`src/cigate_cfg.svh`:
```
// Purpose: constants for the card interface host select gating block
// Assumes: single 200 MHz clock
// Notes: definitions only
`ifndef CIGATE_CFG_SVH
`define CIGATE_CFG_SVH
`define CIGATE_CLK_PERIOD_PS 5000
`define CIGATE_SYNC_STAGES   2
`define CIGATE_RESET_SEL_HV  1'b1
`define CIGATE_RESET_SEL_MV  1'b1
`define CIGATE_RESET_RST     1'b0
// pin synchroniser reset: only the presence-low input idles high (bit 3)
`define CIGATE_SYNC_RESET    14'h0008
// card contacts idle high on their pull-ups
`define CIGATE_CARD_IDLE     3'h7
`endif

```
`src/cigate_pkg.sv`:
```
// Purpose: types for the card interface host select gating block
// Assumes: nothing
// Notes: carrier structs only
package cigate_pkg;
	typedef struct packed {
		logic sel_high_volt;
		logic sel_mid_volt;
		logic card_reset;
	} cigate_ctl_s;
	typedef struct packed {
		logic host_card_data;
		logic host_aux_data_one;
		logic host_aux_data_two;
	} cigate_data_s;
endpackage

```
`src/cigate_top.sv`:
```
// Purpose: host-side chip select gating of one smart card interface
// Assumes: all pin inputs asynchronous; card clock source sampled into ref_clk_i
// Notes: pull-up enables are flags for the pad ring, the pads themselves are outside
`timescale 1ns/1ps
`include "cigate_cfg.svh"
module cigate_top (
	// clock and reset
	input  wire logic ref_clk_i,
	input  wire logic rstn_i,
	// host control pins
	input  wire logic chip_select_i,
	input  wire logic low_power_request_i,
	input  wire logic supply_sel_high_volt_i,
	input  wire logic supply_sel_mid_volt_i,
	input  wire logic host_card_reset_in_i,
	input  wire logic card_clock_source_i,
	// host data pins, split into in, out, enable
	input  wire logic host_card_data_i,
	output logic      host_card_data_o,
	output logic      host_card_data_oe_o,
	input  wire logic host_aux_data_one_i,
	output logic      host_aux_data_one_o,
	output logic      host_aux_data_one_oe_o,
	input  wire logic host_aux_data_two_i,
	output logic      host_aux_data_two_o,
	output logic      host_aux_data_two_oe_o,
	output logic      host_data_pullup_o,
	// card side data, as seen from the card contacts
	input  wire logic card_data_i,
	input  wire logic card_aux_one_i,
	input  wire logic card_aux_two_i,
	output logic      card_data_o,
	output logic      card_aux_one_o,
	output logic      card_aux_two_o,
	output logic      card_data_dir_o,
	// card presence and status from the analog side
	input  wire logic card_inserted_detect_i,
	input  wire logic card_inserted_detect_n_i,
	input  wire logic fault_i,
	input  wire logic seq_supply_on_i,
	input  wire logic ready_i,
	// card control and presence; only the supply selects and card reset are gated
	output logic      supply_sel_high_volt_o,
	output logic      supply_sel_mid_volt_o,
	output logic      card_reset_o,
	output logic      card_clock_o,
	output logic      card_supply_en_o,
	output logic      card_present_o,
	// interrupt pins, open drain
	output logic      fault_irq_n_o,
	output logic      fault_irq_oe_o,
	output logic      fault_irq_pullup_o,
	output logic      ready_irq_n_o,
	output logic      ready_irq_oe_o,
	output logic      ready_irq_pullup_o
);
	localparam int SYNC_W = 14;

	// every pin passes two flops before use
	logic [SYNC_W-1:0] sync_a;
	logic [SYNC_W-1:0] sync_b;
	wire  [SYNC_W-1:0] raw_in = {chip_select_i, low_power_request_i, supply_sel_high_volt_i,
		supply_sel_mid_volt_i, host_card_reset_in_i, card_clock_source_i, host_card_data_i,
		host_aux_data_one_i, host_aux_data_two_i, card_inserted_detect_i,
		card_inserted_detect_n_i, fault_i, seq_supply_on_i, ready_i};

	// card contacts come from outside the clock domain as well
	logic [2:0] card_sync_a;
	logic [2:0] card_sync_b;
	wire  [2:0] card_raw = {card_data_i, card_aux_one_i, card_aux_two_i};

	always_ff @(posedge ref_clk_i or negedge rstn_i) begin
		if (!rstn_i) begin
			// flops reset to the idle pin levels, else a false card edge follows reset
			sync_a <= `CIGATE_SYNC_RESET;
			sync_b <= `CIGATE_SYNC_RESET;
			card_sync_a <= `CIGATE_CARD_IDLE;
			card_sync_b <= `CIGATE_CARD_IDLE;
		end else begin
			sync_a <= raw_in;
			sync_b <= sync_a;
			card_sync_a <= card_raw;
			card_sync_b <= card_sync_a;
		end
	end

	wire cs_s   = sync_b[13];
	wire pwd_s  = sync_b[12];
	wire clk_s  = sync_b[8];
	wire card_inserted_detect_p = sync_b[4];
	wire card_inserted_detect_n = sync_b[3];
	wire flt_s  = sync_b[2];
	wire sup_s  = sync_b[1];
	wire rdy_s  = sync_b[0];
	wire card_dat_s = card_sync_b[2];
	wire card_a1_s  = card_sync_b[1];
	wire card_a2_s  = card_sync_b[0];
	cigate_pkg::cigate_ctl_s  live_ctl;
	cigate_pkg::cigate_data_s host_dat;
	assign live_ctl = '{sync_b[11], sync_b[10], sync_b[9]};
	assign host_dat = '{sync_b[7], sync_b[6], sync_b[5]};

	// latch holds the last value seen while selected
	cigate_pkg::cigate_ctl_s held_ctl;
	cigate_pkg::cigate_ctl_s next_ctl;
	assign next_ctl = cs_s ? live_ctl : held_ctl;

	// presence: either polarity counts, unused input tied inactive
	wire present = card_inserted_detect_p | ~card_inserted_detect_n;
	logic present_q;
	logic change_flag;
	// presence change is sticky until the card state is seen stable while selected
	wire  clear_change = cs_s & (present == present_q) & change_flag;
	wire  irq_active = flt_s | change_flag;

	wire selected = cs_s;
	wire pull_on = selected & ~pwd_s;

	always_ff @(posedge ref_clk_i or negedge rstn_i) begin
		if (!rstn_i) begin
			held_ctl <= '{`CIGATE_RESET_SEL_HV, `CIGATE_RESET_SEL_MV, `CIGATE_RESET_RST};
			present_q <= 1'b0;
			change_flag <= 1'b0;
		end else begin
			held_ctl <= next_ctl;
			present_q <= present;
			// a new change wins over the clear
			change_flag <= (present != present_q) | (change_flag & ~clear_change);
		end
	end

	always_ff @(posedge ref_clk_i or negedge rstn_i) begin
		if (!rstn_i) begin
			supply_sel_high_volt_o <= `CIGATE_RESET_SEL_HV;
			supply_sel_mid_volt_o <= `CIGATE_RESET_SEL_MV;
			card_reset_o <= `CIGATE_RESET_RST;
		end else begin
			supply_sel_high_volt_o <= next_ctl.sel_high_volt;
			supply_sel_mid_volt_o <= next_ctl.sel_mid_volt;
			card_reset_o <= next_ctl.card_reset;
		end
	end

	always_ff @(posedge ref_clk_i or negedge rstn_i) begin
		if (!rstn_i) begin
			card_clock_o <= 1'b0;
			card_supply_en_o <= 1'b0;
			card_present_o <= 1'b0;
		end else begin
			card_clock_o <= clk_s;
			card_supply_en_o <= sup_s;
			card_present_o <= present;
		end
	end

	// data path: host to card while selected; card side pulls host pins low while selected, whenever its contact is low
	always_ff @(posedge ref_clk_i or negedge rstn_i) begin
		if (!rstn_i) begin
			card_data_o <= 1'b1;
			card_aux_one_o <= 1'b1;
			card_aux_two_o <= 1'b1;
			card_data_dir_o <= 1'b0;
			host_card_data_o <= 1'b0;
			host_aux_data_one_o <= 1'b0;
			host_aux_data_two_o <= 1'b0;
			host_card_data_oe_o <= 1'b0;
			host_aux_data_one_oe_o <= 1'b0;
			host_aux_data_two_oe_o <= 1'b0;
			host_data_pullup_o <= 1'b1;
		end else begin
			card_data_o <= selected ? host_dat.host_card_data : 1'b1;
			card_aux_one_o <= selected ? host_dat.host_aux_data_one : 1'b1;
			card_aux_two_o <= selected ? host_dat.host_aux_data_two : 1'b1;
			card_data_dir_o <= selected;
			// only pull low toward host, a weak pull-up makes the high
			host_card_data_o <= 1'b0;
			host_aux_data_one_o <= 1'b0;
			host_aux_data_two_o <= 1'b0;
			host_card_data_oe_o <= selected & ~card_dat_s;
			host_aux_data_one_oe_o <= selected & ~card_a1_s;
			host_aux_data_two_oe_o <= selected & ~card_a2_s;
			host_data_pullup_o <= 1'b1;
		end
	end

	// interrupts: never drive high, only enable a low
	always_ff @(posedge ref_clk_i or negedge rstn_i) begin
		if (!rstn_i) begin
			fault_irq_n_o <= 1'b0;
			fault_irq_oe_o <= 1'b0;
			fault_irq_pullup_o <= 1'b0;
			ready_irq_n_o <= 1'b0;
			ready_irq_oe_o <= 1'b0;
			ready_irq_pullup_o <= 1'b0;
		end else begin
			fault_irq_n_o <= 1'b0;
			fault_irq_oe_o <= selected & irq_active;
			fault_irq_pullup_o <= pull_on;
			ready_irq_n_o <= 1'b0;
			ready_irq_oe_o <= selected & ~rdy_s;
			ready_irq_pullup_o <= pull_on;
		end
	end

	a_irq_never_high: assert property (@(posedge ref_clk_i) disable iff (!rstn_i)
		fault_irq_oe_o |-> !fault_irq_n_o) else $error("interrupt driven high");
	a_desel_no_low: assert property (@(posedge ref_clk_i) disable iff (!rstn_i)
		!cs_s |=> !fault_irq_oe_o && !ready_irq_oe_o) else $error("low while deselected");
	a_desel_pull_off: assert property (@(posedge ref_clk_i) disable iff (!rstn_i)
		(!cs_s || pwd_s) |=> !fault_irq_pullup_o && !ready_irq_pullup_o) else $error("pull-up on");
	a_pull_on_sel: assert property (@(posedge ref_clk_i) disable iff (!rstn_i)
		(cs_s && !pwd_s) |=> fault_irq_pullup_o) else $error("pull-up missing");
	a_hold_while_low: assert property (@(posedge ref_clk_i) disable iff (!rstn_i)
		(!cs_s && $past(!cs_s)) |=> $stable(card_reset_o) && $stable(supply_sel_high_volt_o))
		else $error("latched value moved");
	a_pass_when_high: assert property (@(posedge ref_clk_i) disable iff (!rstn_i)
		cs_s |=> card_reset_o == $past(live_ctl.card_reset)) else $error("reset not passed");
	a_transparent_again: assert property (@(posedge ref_clk_i) disable iff (!rstn_i)
		$rose(cs_s) |=> supply_sel_mid_volt_o == $past(live_ctl.sel_mid_volt)) else $error("not transparent");
	a_desel_no_data: assert property (@(posedge ref_clk_i) disable iff (!rstn_i)
		!cs_s |=> !host_card_data_oe_o && card_data_o) else $error("data passed deselected");
	a_presence_map: assert property (@(posedge ref_clk_i) disable iff (!rstn_i)
		1'b1 |=> card_present_o == $past(card_inserted_detect_p || !card_inserted_detect_n)) else $error("card presence wrong");
	a_clock_follow: assert property (@(posedge ref_clk_i) disable iff (!rstn_i)
		1'b1 |=> card_clock_o == $past(clk_s)) else $error("clock not followed");
	a_supply_follow: assert property (@(posedge ref_clk_i) disable iff (!rstn_i)
		1'b1 |=> card_supply_en_o == $past(sup_s)) else $error("supply not followed");
endmodule // cigate_top

```
`config.mk`:
```
export PLATFORM = sky130hd
export DESIGN_NAME = cigate_top
export DESIGN_NICKNAME = d
export VERILOG_FILES = /design/src/cigate_pkg.sv /design/src/cigate_top.sv
export VERILOG_INCLUDE_DIRS = /design/src
export SDC_FILE = /design/constraint.sdc
export NUM_CORES = 1
export LEC_CHECK = 0
export BUFFER_PORTS_ARGS = -buffer_cell sky130_fd_sc_hd__buf_4
export CAP_MARGIN = 20
export CORE_ASPECT_RATIO = 1.75
export CORE_MARGIN = 5
export CORE_UTILIZATION = 49
export CTS_CLUSTER_DIAMETER = 60
export DETAILED_ROUTE_END_ITERATION = 12
export PLACE_DENSITY = 0.77
export SLEW_MARGIN = 20
export SYNTH_ARGS = -nofsm -noshare
export SYNTH_HDL_FRONTEND = slang
export SYNTH_SLANG_ARGS = --single-unit
```
`constraint.sdc`:
```
create_clock -name ref_clk_i -period 1.3 [get_ports ref_clk_i]
set_clock_uncertainty 0.15 [all_clocks]
set_input_delay 0.195 -clock ref_clk_i [delete_from_list [all_inputs] [get_ports ref_clk_i]]
set_output_delay 0.195 -clock ref_clk_i [all_outputs]
set_load 0.03 [all_outputs]
```
==> results of run 1 <==
## cells in the final DEF, fill, tap and decap left out
| master | Yosys | routed |
|---|---|---|
| dfrtp_1 | 38 | 38 |
| buf_4 | 7 | 31 |
| dlygate4sd3_1 | 0 | 18 |
| dfstp_2 | 13 | 13 |
| conb_1 | 2 | 6 |
| and2b_1 | 5 | 5 |
| clkbuf_8 | 0 | 5 |
| buf_6 | 1 | 5 |
| nand2b_1 | 3 | 3 |
| mux2_2 | 3 | 3 |
| nand2b_4 | 1 | 1 |
| inv_1 | 1 | 1 |
| xnor2_1 | 1 | 1 |
| o21ai_0 | 1 | 1 |
| o21a_1 | 1 | 1 |
| bufinv_16 | 0 | 1 |
| clkinv_4 | 0 | 1 |
| clkinv_2 | 0 | 1 |
## flip-flops by register name, indices dropped and copies added (netlist names), 3 cells and up
register / cells
card_sync_a: 3
card_sync_b: 3
sync_a: 14
sync_b: 14
## stage by stage
step           hold slack (ps)  util (%)  cell area [um^2]  setup slack (ps)  TNS (ps)
6_report                   192      70.4              2060             -9.02     -12.6
3_5_place_dp              82.9      59.7              1750               226         0
2_1_floorplan             -251         -              1510               252         0
3_3_place_gp              64.0      59.7              1750               258         0
5_1_grt                    203      70.4              2060             -54.6      -207
4_1_cts                    196      70.4              2060             -22.1     -45.5
## metal layers
metal	up-vias	wire [um]	track usage [%]
met5	-	0	0
met4	0	30	5.01
met3	3	143	4.30
met2	28	1120	16.9
met1	345	587	10.9
li1	336	-	-
## what timing repair did
action | CTS | global route
buffers inserted | 0 | 0
endpoints found under the setup margin | 5 | 5
pin swaps | 0 | 0
endpoints found under the hold margin | 55 | 0
hold buffers | 18 | 0
gates resized for setup | 5 | 0
## area by class of cell
cell class | instances | area [um^2]
clock buffers | 5 | 68.8
clock inverters | 3 | 43.8
fillers | 181 | 867
inverters | 1 | 3.75
multi-input cells | 21 | 148
flip-flops and latches | 51 | 1290
well taps | 28 | 35.0
repair buffers | 54 | 469
## power by group
part | switching, mW | internal (mW)
combinational | 0.159 | 0.142
clock | 0.462 | 0.572
sequential | 0.0297 | 1.69
total | 0.650 | 2.41
## logic make-up after synthesis
| kind of cell | Yosys count |
|---|---|
| AO/OA/AOI/OAI | 2 |
| XOR/XNOR | 1 |
| buffers and inverters | 9 |
| flip-flops | 51 |
| AND/OR/NAND/NOR | 9 |
| other | 2 |
| multiplexers | 3 |
## cell usage after synthesis
master,instances
buf_4,7
o21a_1,1
dfrtp_1,38
mux2_2,3
nand2b_1,3
inv_1,1
dfstp_2,13
and2b_1,5
buf_6,1
xnor2_1,1
nand2b_4,1
conb_1,2
o21ai_0,1
## worst max-delay path by stage
stage / from / to / slack (ps) / depth (start not counted)
after floorplan: fault_irq_pullup_o / ready_irq_pullup_o / 250 / 1
after global placement: sync_b[3] / change_flag / 260 / 3
after detailed placement: sync_b[3] / change_flag / 230 / 3
after CTS: supply_sel_mid_volt_o / supply_sel_mid_volt_o / -20 / 1
after global routing: supply_sel_mid_volt_o / supply_sel_mid_volt_o / -50 / 1
final: supply_sel_mid_volt_o / supply_sel_mid_volt_o / -9 / 1
==> results.py, run 1 <==
metrics = {
    "outcome": {
        "status": "finished, violations left",
        "violations": "negative setup slack",
    },
    "setup_path": {
        "crit_chain": "buf_6",
        "critPathTopFamily": "flip-flops",
        "reg2reg_from": "sync_b[3]",
        "crit_buf_inv": 1,
        "crit_slowest_cell": "dfstp_2",
        "start_kind": "flip-flop",
        "crit_required_ps": 950,
        "reg2reg_depth": 3,
        "critPathCaptureType": "output port",
        "crit_fanout": 2,
        "worst-r2r-setup-slack_ps": 230,
        "critPathArrivalTime_ps": 960,
        "max_stage_delay_ps": 550,
        "timing.rr.end": "change_flag",
        "worstSetupPathType": "reg -> out",
    },
    "yosys": {
        "avgSynthCellArea_um2": 19.4,
        "synth_cells": 77,
        "synth-xor-area-share_pct": 0.587,
        "synth-compound-area-share_pct": 0.838,
        "yosysWarnings": 0,
        "synthTopCellsByArea": "dfrtp_1, dfstp_2, buf_4",
        "yosys.area.top_type": "dfrtp_1",
        "yosys.area.top_type_share_pct": 63.7,
        "synth-seq-cells": 51,
        "synthAdderAreaFrac_pct": 0,
        "syn_area_mm2": 0.00149,
        "synth_top_family_by_area": "simple AND/OR/NAND/NOR gates",
        "ys_seq_area_share_pct": 86.6,
        "yosysUniqueCellTypes": 13,
        "muxShareOfSynthArea_pct": 2.26,
        "synth-simple-area-share_pct": 4.69,
    },
    "place": {
        "io_buffer_count": 35,
        "place_inst": 137,
        "gp_congestion": 0.673,
    },
    "grt": {
        "grt_max_degree": 52,
        "grt_usage_pct": 10.3,
        "grt_overflow_total": 0,
        "antenna_found_initial": 0,
        "grt_pass1_vias": 709,
        "grt_pass1_wl_um": 3190,
    },
    "routing": {
        "firstDrtPassIters": 3,
        "num_vias": 712,
        "wire_per_inst_um": 11.5,
        "ant_nets": 0,
        "drcViolationCount": 0,
        "drt_iter0_markers": 4,
        "avgViaCountPerCell": 4.37,
        "wirelength_um": 1880,
    },
    "min_path": {
        "hold_end": "sync_b[13]",
        "hp-start": "sync_a[13]",
        "holdCritPathClass": "reg -> reg",
        "whs_path_depth": 0,
    },
    "clocking": {
        "ctsLongestPathBuffers": 2,
        "cts_tree": "yes",
        "clock_latency_ps": 280,
        "cts_made_buffers": 5,
        "htree_levels": 2,
        "root_buffer": "clkbuf_8",
        "clk_pin_slew_ps": 90,
        "cts_sinks": 51,
    },
    "finish": {
        "nets": 153,
        "drive_above_1_share_pct": 45.2,
        "syn2layout_area_growth_pct": 38.1,
        "antenna_cells": 0,
        "stdcell_count": 163,
    },
    "die": {
        "chipHeight_um": 83.0,
        "core_region_area_mm2": 0.00293,
        "num_rows": 26,
        "die_w_um": 51.7,
        "die_area_mm2": 0.00429,
        "ios": 42,
        "initial_utilization_pct": 51.0,
    },
    "sta": {
        "rsz0062_at_grt": "true",
        "finalSetupViolCount": 2,
        "fin_crit_sh_pct": 101,
        "hold_viol_final": 0,
        "period_needed_ps": 1310,
        "fin_ws_ps": -9.02,
        "slew_viol_final": 0,
        "worstMarginPinSlew_ps": 571,
        "fmax_mhz": 764,
        "slew_headroom_pct": 61.9,
    },
    "pwr": {
        "finalPower_mw": 3.06,
        "ir_worst_vdd_mv": 1.20,
        "p_per_area_mw_per_mm2": 1480,
        "power.leakage_nw": 0.983,
    },
    "run": {
        "drv_cap": 0,
    },
}
No activity file was read; power rests on OpenSTA's default activity.
==> run 2, diff against run 1 <==
- SKIP_CTS_REPAIR_TIMING: default -> 1
==> run 2 against run 1 <==
Compared with the run above:
- via count unchanged
- combinational power about the same
- global-route usage decreased by 1.2 points
- count of clock-buffer cells in the layout did not move
- maximum frequency hardly changed
- the flow still finishes with violations (negative setup slack)
==> results.py, run 2 (synthesis results as in run 1) <==
metrics = {
    "outcome": {
        "status": "finished, violations left",
        "violations": "negative setup slack",
    },
    "clocking": {
        "root_buffer": "clkbuf_8",
        "ctsLongestPathBuffers": 2,
        "cts_sinks": 51,
        "clk_pin_slew_ps": 90,
        "cts_tree": "yes",
        "htree_levels": 2,
        "clock_latency_ps": 280,
        "cts_made_buffers": 5,
    },
    "routing": {
        "ant_nets": 0,
        "drcViolationCount": 0,
        "num_vias": 712,
        "wirelength_um": 1870,
        "avgViaCountPerCell": 4.37,
        "drt_iter0_markers": 5,
        "firstDrtPassIters": 3,
        "wire_per_inst_um": 11.4,
    },
    "setup_path": {
        "cp-startpoint": "supply_sel_mid_volt_o",
        "start_kind": "flip-flop",
        "critPathArrivalTime_ps": 960,
        "crit_chain": "buf_6",
        "max_stage_delay_ps": 550,
        "critPathTopFamily": "flip-flops",
        "crit_buf_inv": 1,
        "reg2reg_from": "sync_b[3]",
        "worstSetupPathType": "reg -> out",
        "crit_required_ps": 950,
        "crit_slowest_cell": "dfstp_2",
        "crit_fanout": 2,
        "critPathCaptureType": "output port",
    },
    "finish": {
        "reg_top3": "sync_a x14, sync_b x14",
        "drive_above_1_share_pct": 45.2,
        "antenna_cells": 0,
        "design_area_mm2": 0.00206,
        "syn2layout_area_growth_pct": 38.1,
        "nets": 153,
        "final_cell_mix": "dfrtp_1, buf_4, dlygate4sd3_1",
        "finalCoreUtilization_pct": 70.4,
        "final_common_cell": "dfrtp_1",
        "nFillCells": 182,
    },
    "grt": {
        "grt_usage_pct": 9.07,
        "grt_overflow_total": 0,
        "grt_max_degree": 52,
        "grt_pass1_wl_um": 2810,
        "antenna_found_initial": 0,
        "grt_pass1_vias": 640,
    },
    "sta": {
        "finalSetupViolCount": 2,
        "fmax_mhz": 764,
        "worstMarginPinSlew_ps": 572,
        "fin_crit_sh_pct": 101,
        "period_needed_ps": 1310,
        "rsz0062_at_grt": "true",
        "slew_headroom_pct": 61.9,
        "slew_viol_final": 0,
        "tns_ps": -12.6,
        "fin_ws_ps": -8.99,
        "hold_viol_final": 0,
    },
    "die": {
        "ios": 42,
        "core_region_area_mm2": 0.00293,
        "die_area_mm2": 0.00429,
        "chipHeight_um": 83.0,
        "die_w_um": 51.7,
        "num_rows": 26,
        "initial_utilization_pct": 51.0,
    },
    "run": {
        "drv_cap": 0,
    },
    "pwr": {
        "ir_worst_vdd_mv": 1.20,
        "p_per_area_mw_per_mm2": 1480,
        "power.leakage_nw": 0.983,
    },
    "min_path": {
        "hp-start": "sync_a[13]",
        "holdCritPathClass": "reg -> reg",
    },
    "place": {
        "postPlaceCellArea_mm2": 0.00175,
        "gp_congestion": 0.673,
        "io_buffer_count": 35,
    },
}
run 2: layout make-up:
| class | count | area (um^2) | area share (%) |
|---|---|---|---|
| Sequential cell | 51 | 1290 | 62.7 |
| Timing Repair Buffer | 54 | 469 | 22.8 |
| Clock buffer | 5 | 68.8 | 3.34 |
| Tap cell | 28 | 35.0 | 1.70 |
| Clock inverter | 3 | 43.8 | 2.13 |
| Multi-Input combinational cell | 21 | 148 | 7.16 |
| Inverter | 1 | 3.75 | 0.182 |
run 2: stage by stage:
stage	power [mW]	hold WS [ps]	instances	worst slack, ps
after floorplan	1.89	-251	81	252
after global placement	1.99	64.0	137	258
after detailed placement	2.00	82.9	137	226
after CTS	3.04	-242	145	-39.4
after global routing	3.18	203	163	-54.7
final	3.05	192	163	-8.99
run 2: worst paths after layout:
| path | endpoint | slack (ps) | depth (start not counted) |
|---|---|---|---|
| max in group asynchronous | sync_b[3] | 320 | 2 |
| min in group asynchronous | fault_irq_pullup_o | 290 | 2 |
| min | sync_b[13] | 190 | 0 |
| max reg2reg | change_flag | 230 | 3 |
| min reg2reg | sync_b[13] | 190 | 0 |
| max | supply_sel_mid_volt_o | -9 | 1 |
run 2: where the power goes:
group | leakage [nW] | internal [mW] | total [mW] | switching (mW)
registers | 0.585 | 1.69 | 1.72 | 0.0297
logic | 0.340 | 0.142 | 0.300 | 0.158
clock network | 0.0581 | 0.572 | 1.03 | 0.462
run 2: layer usage:
metal  vias up  part of all wire, %  GRT usage (%)
li1        336                    -              -
met1       345                   30           10.1
met2        28                   60           13.9
met3         3                  7.7           4.30
met4         0                  1.6           5.01
met5         -                    0              0
==> run 3, diff against run 2 <==
==> constraint.sdc (replaced) <==
create_clock -name ref_clk_i -period 1.3 [get_ports ref_clk_i]
set_clock_uncertainty 0.15 [all_clocks]
set_input_delay 0.13 -clock ref_clk_i [delete_from_list [all_inputs] [get_ports ref_clk_i]]
set_output_delay 0.13 -clock ref_clk_i [all_outputs]
set_load 0.03 [all_outputs]
==> run 3 against run 2 <==
Compared with the run above:
- the run now ends clean
- register-to-register slack got worse by 20 ps
- die area unchanged
- combinational power hardly changed
- largest power group unchanged
==> results.py, run 3 (synthesis results as in run 1) <==
metrics = {
    "sta": {
        "worstMarginPinSlew_ps": 576,
        "tns_ps": 0,
        "slew_headroom_pct": 61.6,
        "period_needed_ps": 1260,
        "slew_viol_final": 0,
        "rsz0062_at_grt": "false",
        "finalSetupViolCount": 0,
        "fin_crit_sh_pct": 96.9,
        "fmax_mhz": 794,
        "hold_viol_final": 0,
        "hold_slack_ps": 194,
    },
    "finish": {
        "nets": 153,
        "final_cell_mix": "dfrtp_1, buf_4, dlygate4sd3_1",
        "ff_latch_area_mm2": 0.00129,
        "final_common_cell": "dfrtp_1",
        "finalCoreUtilization_pct": 70.7,
        "syn2layout_area_growth_pct": 38.6,
        "reg_top3": "sync_a x14, sync_b x14",
        "antenna_cells": 0,
        "drive_above_1_share_pct": 44.4,
        "stdcell_count": 163,
        "nFillCells": 186,
        "multi_input_area_um2": 148,
    },
    "die": {
        "die_area_mm2": 0.00429,
        "num_rows": 26,
        "die_w_um": 51.7,
        "chipHeight_um": 83.0,
        "core_region_area_mm2": 0.00293,
        "initial_utilization_pct": 51.0,
        "ios": 42,
    },
    "setup_path": {
        "worst-r2r-setup-slack_ps": 210,
        "crit_chain": "buf_6",
        "critPathCaptureType": "output port",
        "start_kind": "flip-flop",
        "worstSetupPathType": "reg -> out",
        "critPathArrivalTime_ps": 980,
        "cp-endpoint": "supply_sel_mid_volt_o",
        "reg2reg_depth": 3,
        "max_stage_delay_ps": 550,
        "timing.rr.end": "change_flag",
        "crit_slowest_cell": "dfstp_2",
        "critPathTopFamily": "flip-flops",
        "reg2reg_from": "sync_b[3]",
        "cp-startpoint": "supply_sel_mid_volt_o",
        "crit_fanout": 2,
        "crit_required_ps": 1020,
        "cp_num_cells": 1,
        "crit_buf_inv": 1,
    },
    "place": {
        "hpwlAfterDp_um": 1260,
        "gp_congestion": 0.674,
        "io_buffer_count": 35,
        "place_inst": 137,
    },
    "clocking": {
        "cts_made_buffers": 5,
        "cts_sinks": 51,
        "cts_tree": "yes",
        "htree_levels": 2,
        "clock_latency_ps": 300,
        "clk_pin_slew_ps": 80,
        "ctsLongestPathBuffers": 2,
        "root_buffer": "clkbuf_8",
    },
    "grt": {
        "grt_pass1_wl_um": 2980,
        "grt_pass1_vias": 664,
        "grt_usage_pct": 10.1,
        "antenna_found_initial": 0,
        "grt_max_degree": 52,
        "grt_overflow_total": 0,
    },
    "pwr": {
        "internal_power_mw": 2.60,
        "switchingPower_mw": 0.647,
        "p_sw_share_pct": 19.9,
        "power.leakage_nw": 0.986,
        "p_seq_share_pct": 53.1,
        "p_clk_share_pct": 37.8,
        "p_per_area_mw_per_mm2": 1570,
        "pwr-share-comb_pct": 9.2,
        "ir_worst_vdd_mv": 1.18,
        "finalPower_mw": 3.25,
    },
    "routing": {
        "num_vias": 703,
        "wirelength_um": 1980,
        "ant_nets": 0,
        "wire_per_inst_um": 12.1,
        "avgViaCountPerCell": 4.31,
        "drcViolationCount": 0,
        "firstDrtPassIters": 2,
        "drt_iter0_markers": 10,
    },
    "outcome": {
        "status": "finished, final reports clean",
    },
    "run": {
        "drv_cap": 0,
    },
    "min_path": {
        "holdCritPathClass": "reg -> reg",
    },
}
run 3: cell types whose count changed in the layout (fill, tap and decap cells not counted), sizes merged:
| cell | delta |
|---|---|
| clkinv | -2 |
| bufinv | +1 |
| clkbuf | +1 |
run 3: final cells by class:
cell class,instances,share of cell area (%)
sequential,51,62.5
timing repair buffer,54,22.1
multi-input combinational,21,7.13
clock buffer,6,3.51
clock inverter,2,2.90
tap,28,1.69
inverter,1,0.181
run 3: power by group through the flow:
| stage | Clock, mW | Combinational, mW | Sequential, mW |
|---|---|---|---|
| after floorplan | 0 | 0.0774 | 1.81 |
| after global placement | 0 | 0.247 | 1.75 |
| after detailed placement | 0 | 0.253 | 1.75 |
| after CTS | 1.26 | 0.254 | 1.72 |
| after global routing | 1.32 | 0.319 | 1.73 |
| final | 1.23 | 0.297 | 1.72 |
run 3: per-stage QoR:
step	cell area, um^2	setup WS (ps)
2_1_floorplan	1510	264
3_3_place_gp	1750	262
3_5_place_dp	1750	207
4_1_cts	1880	4.39
5_1_grt	2070	8.74
6_report	2070	40.7
run 3: metal layers:
layer / global-route usage [%] / vias up / wire length, um
met1: 11.2 / 334 / 644
li1: - / 333 / -
met5: 0 / - / 0
met2: 14.2 / 28 / 1120
met3: 3.23 / 8 / 123
met4: 10.7 / 0 / 89
run 3: worst min path at each step:
stage / startpoint / end / slack, ps / cells past startpoint
6_report: sync_a[8] / sync_b[8] / 190 / 0
5_1_grt: sync_a[1] / sync_b[1] / 200 / 0
4_1_cts: rstn_i / fault_irq_pullup_o / -320 / 1
3_5_place_dp: rstn_i / card_clock_o / 20 / 1
3_3_place_gp: rstn_i / fault_irq_pullup_o / -0.9 / 1
2_1_floorplan: rstn_i / card_clock_o / -320 / 0
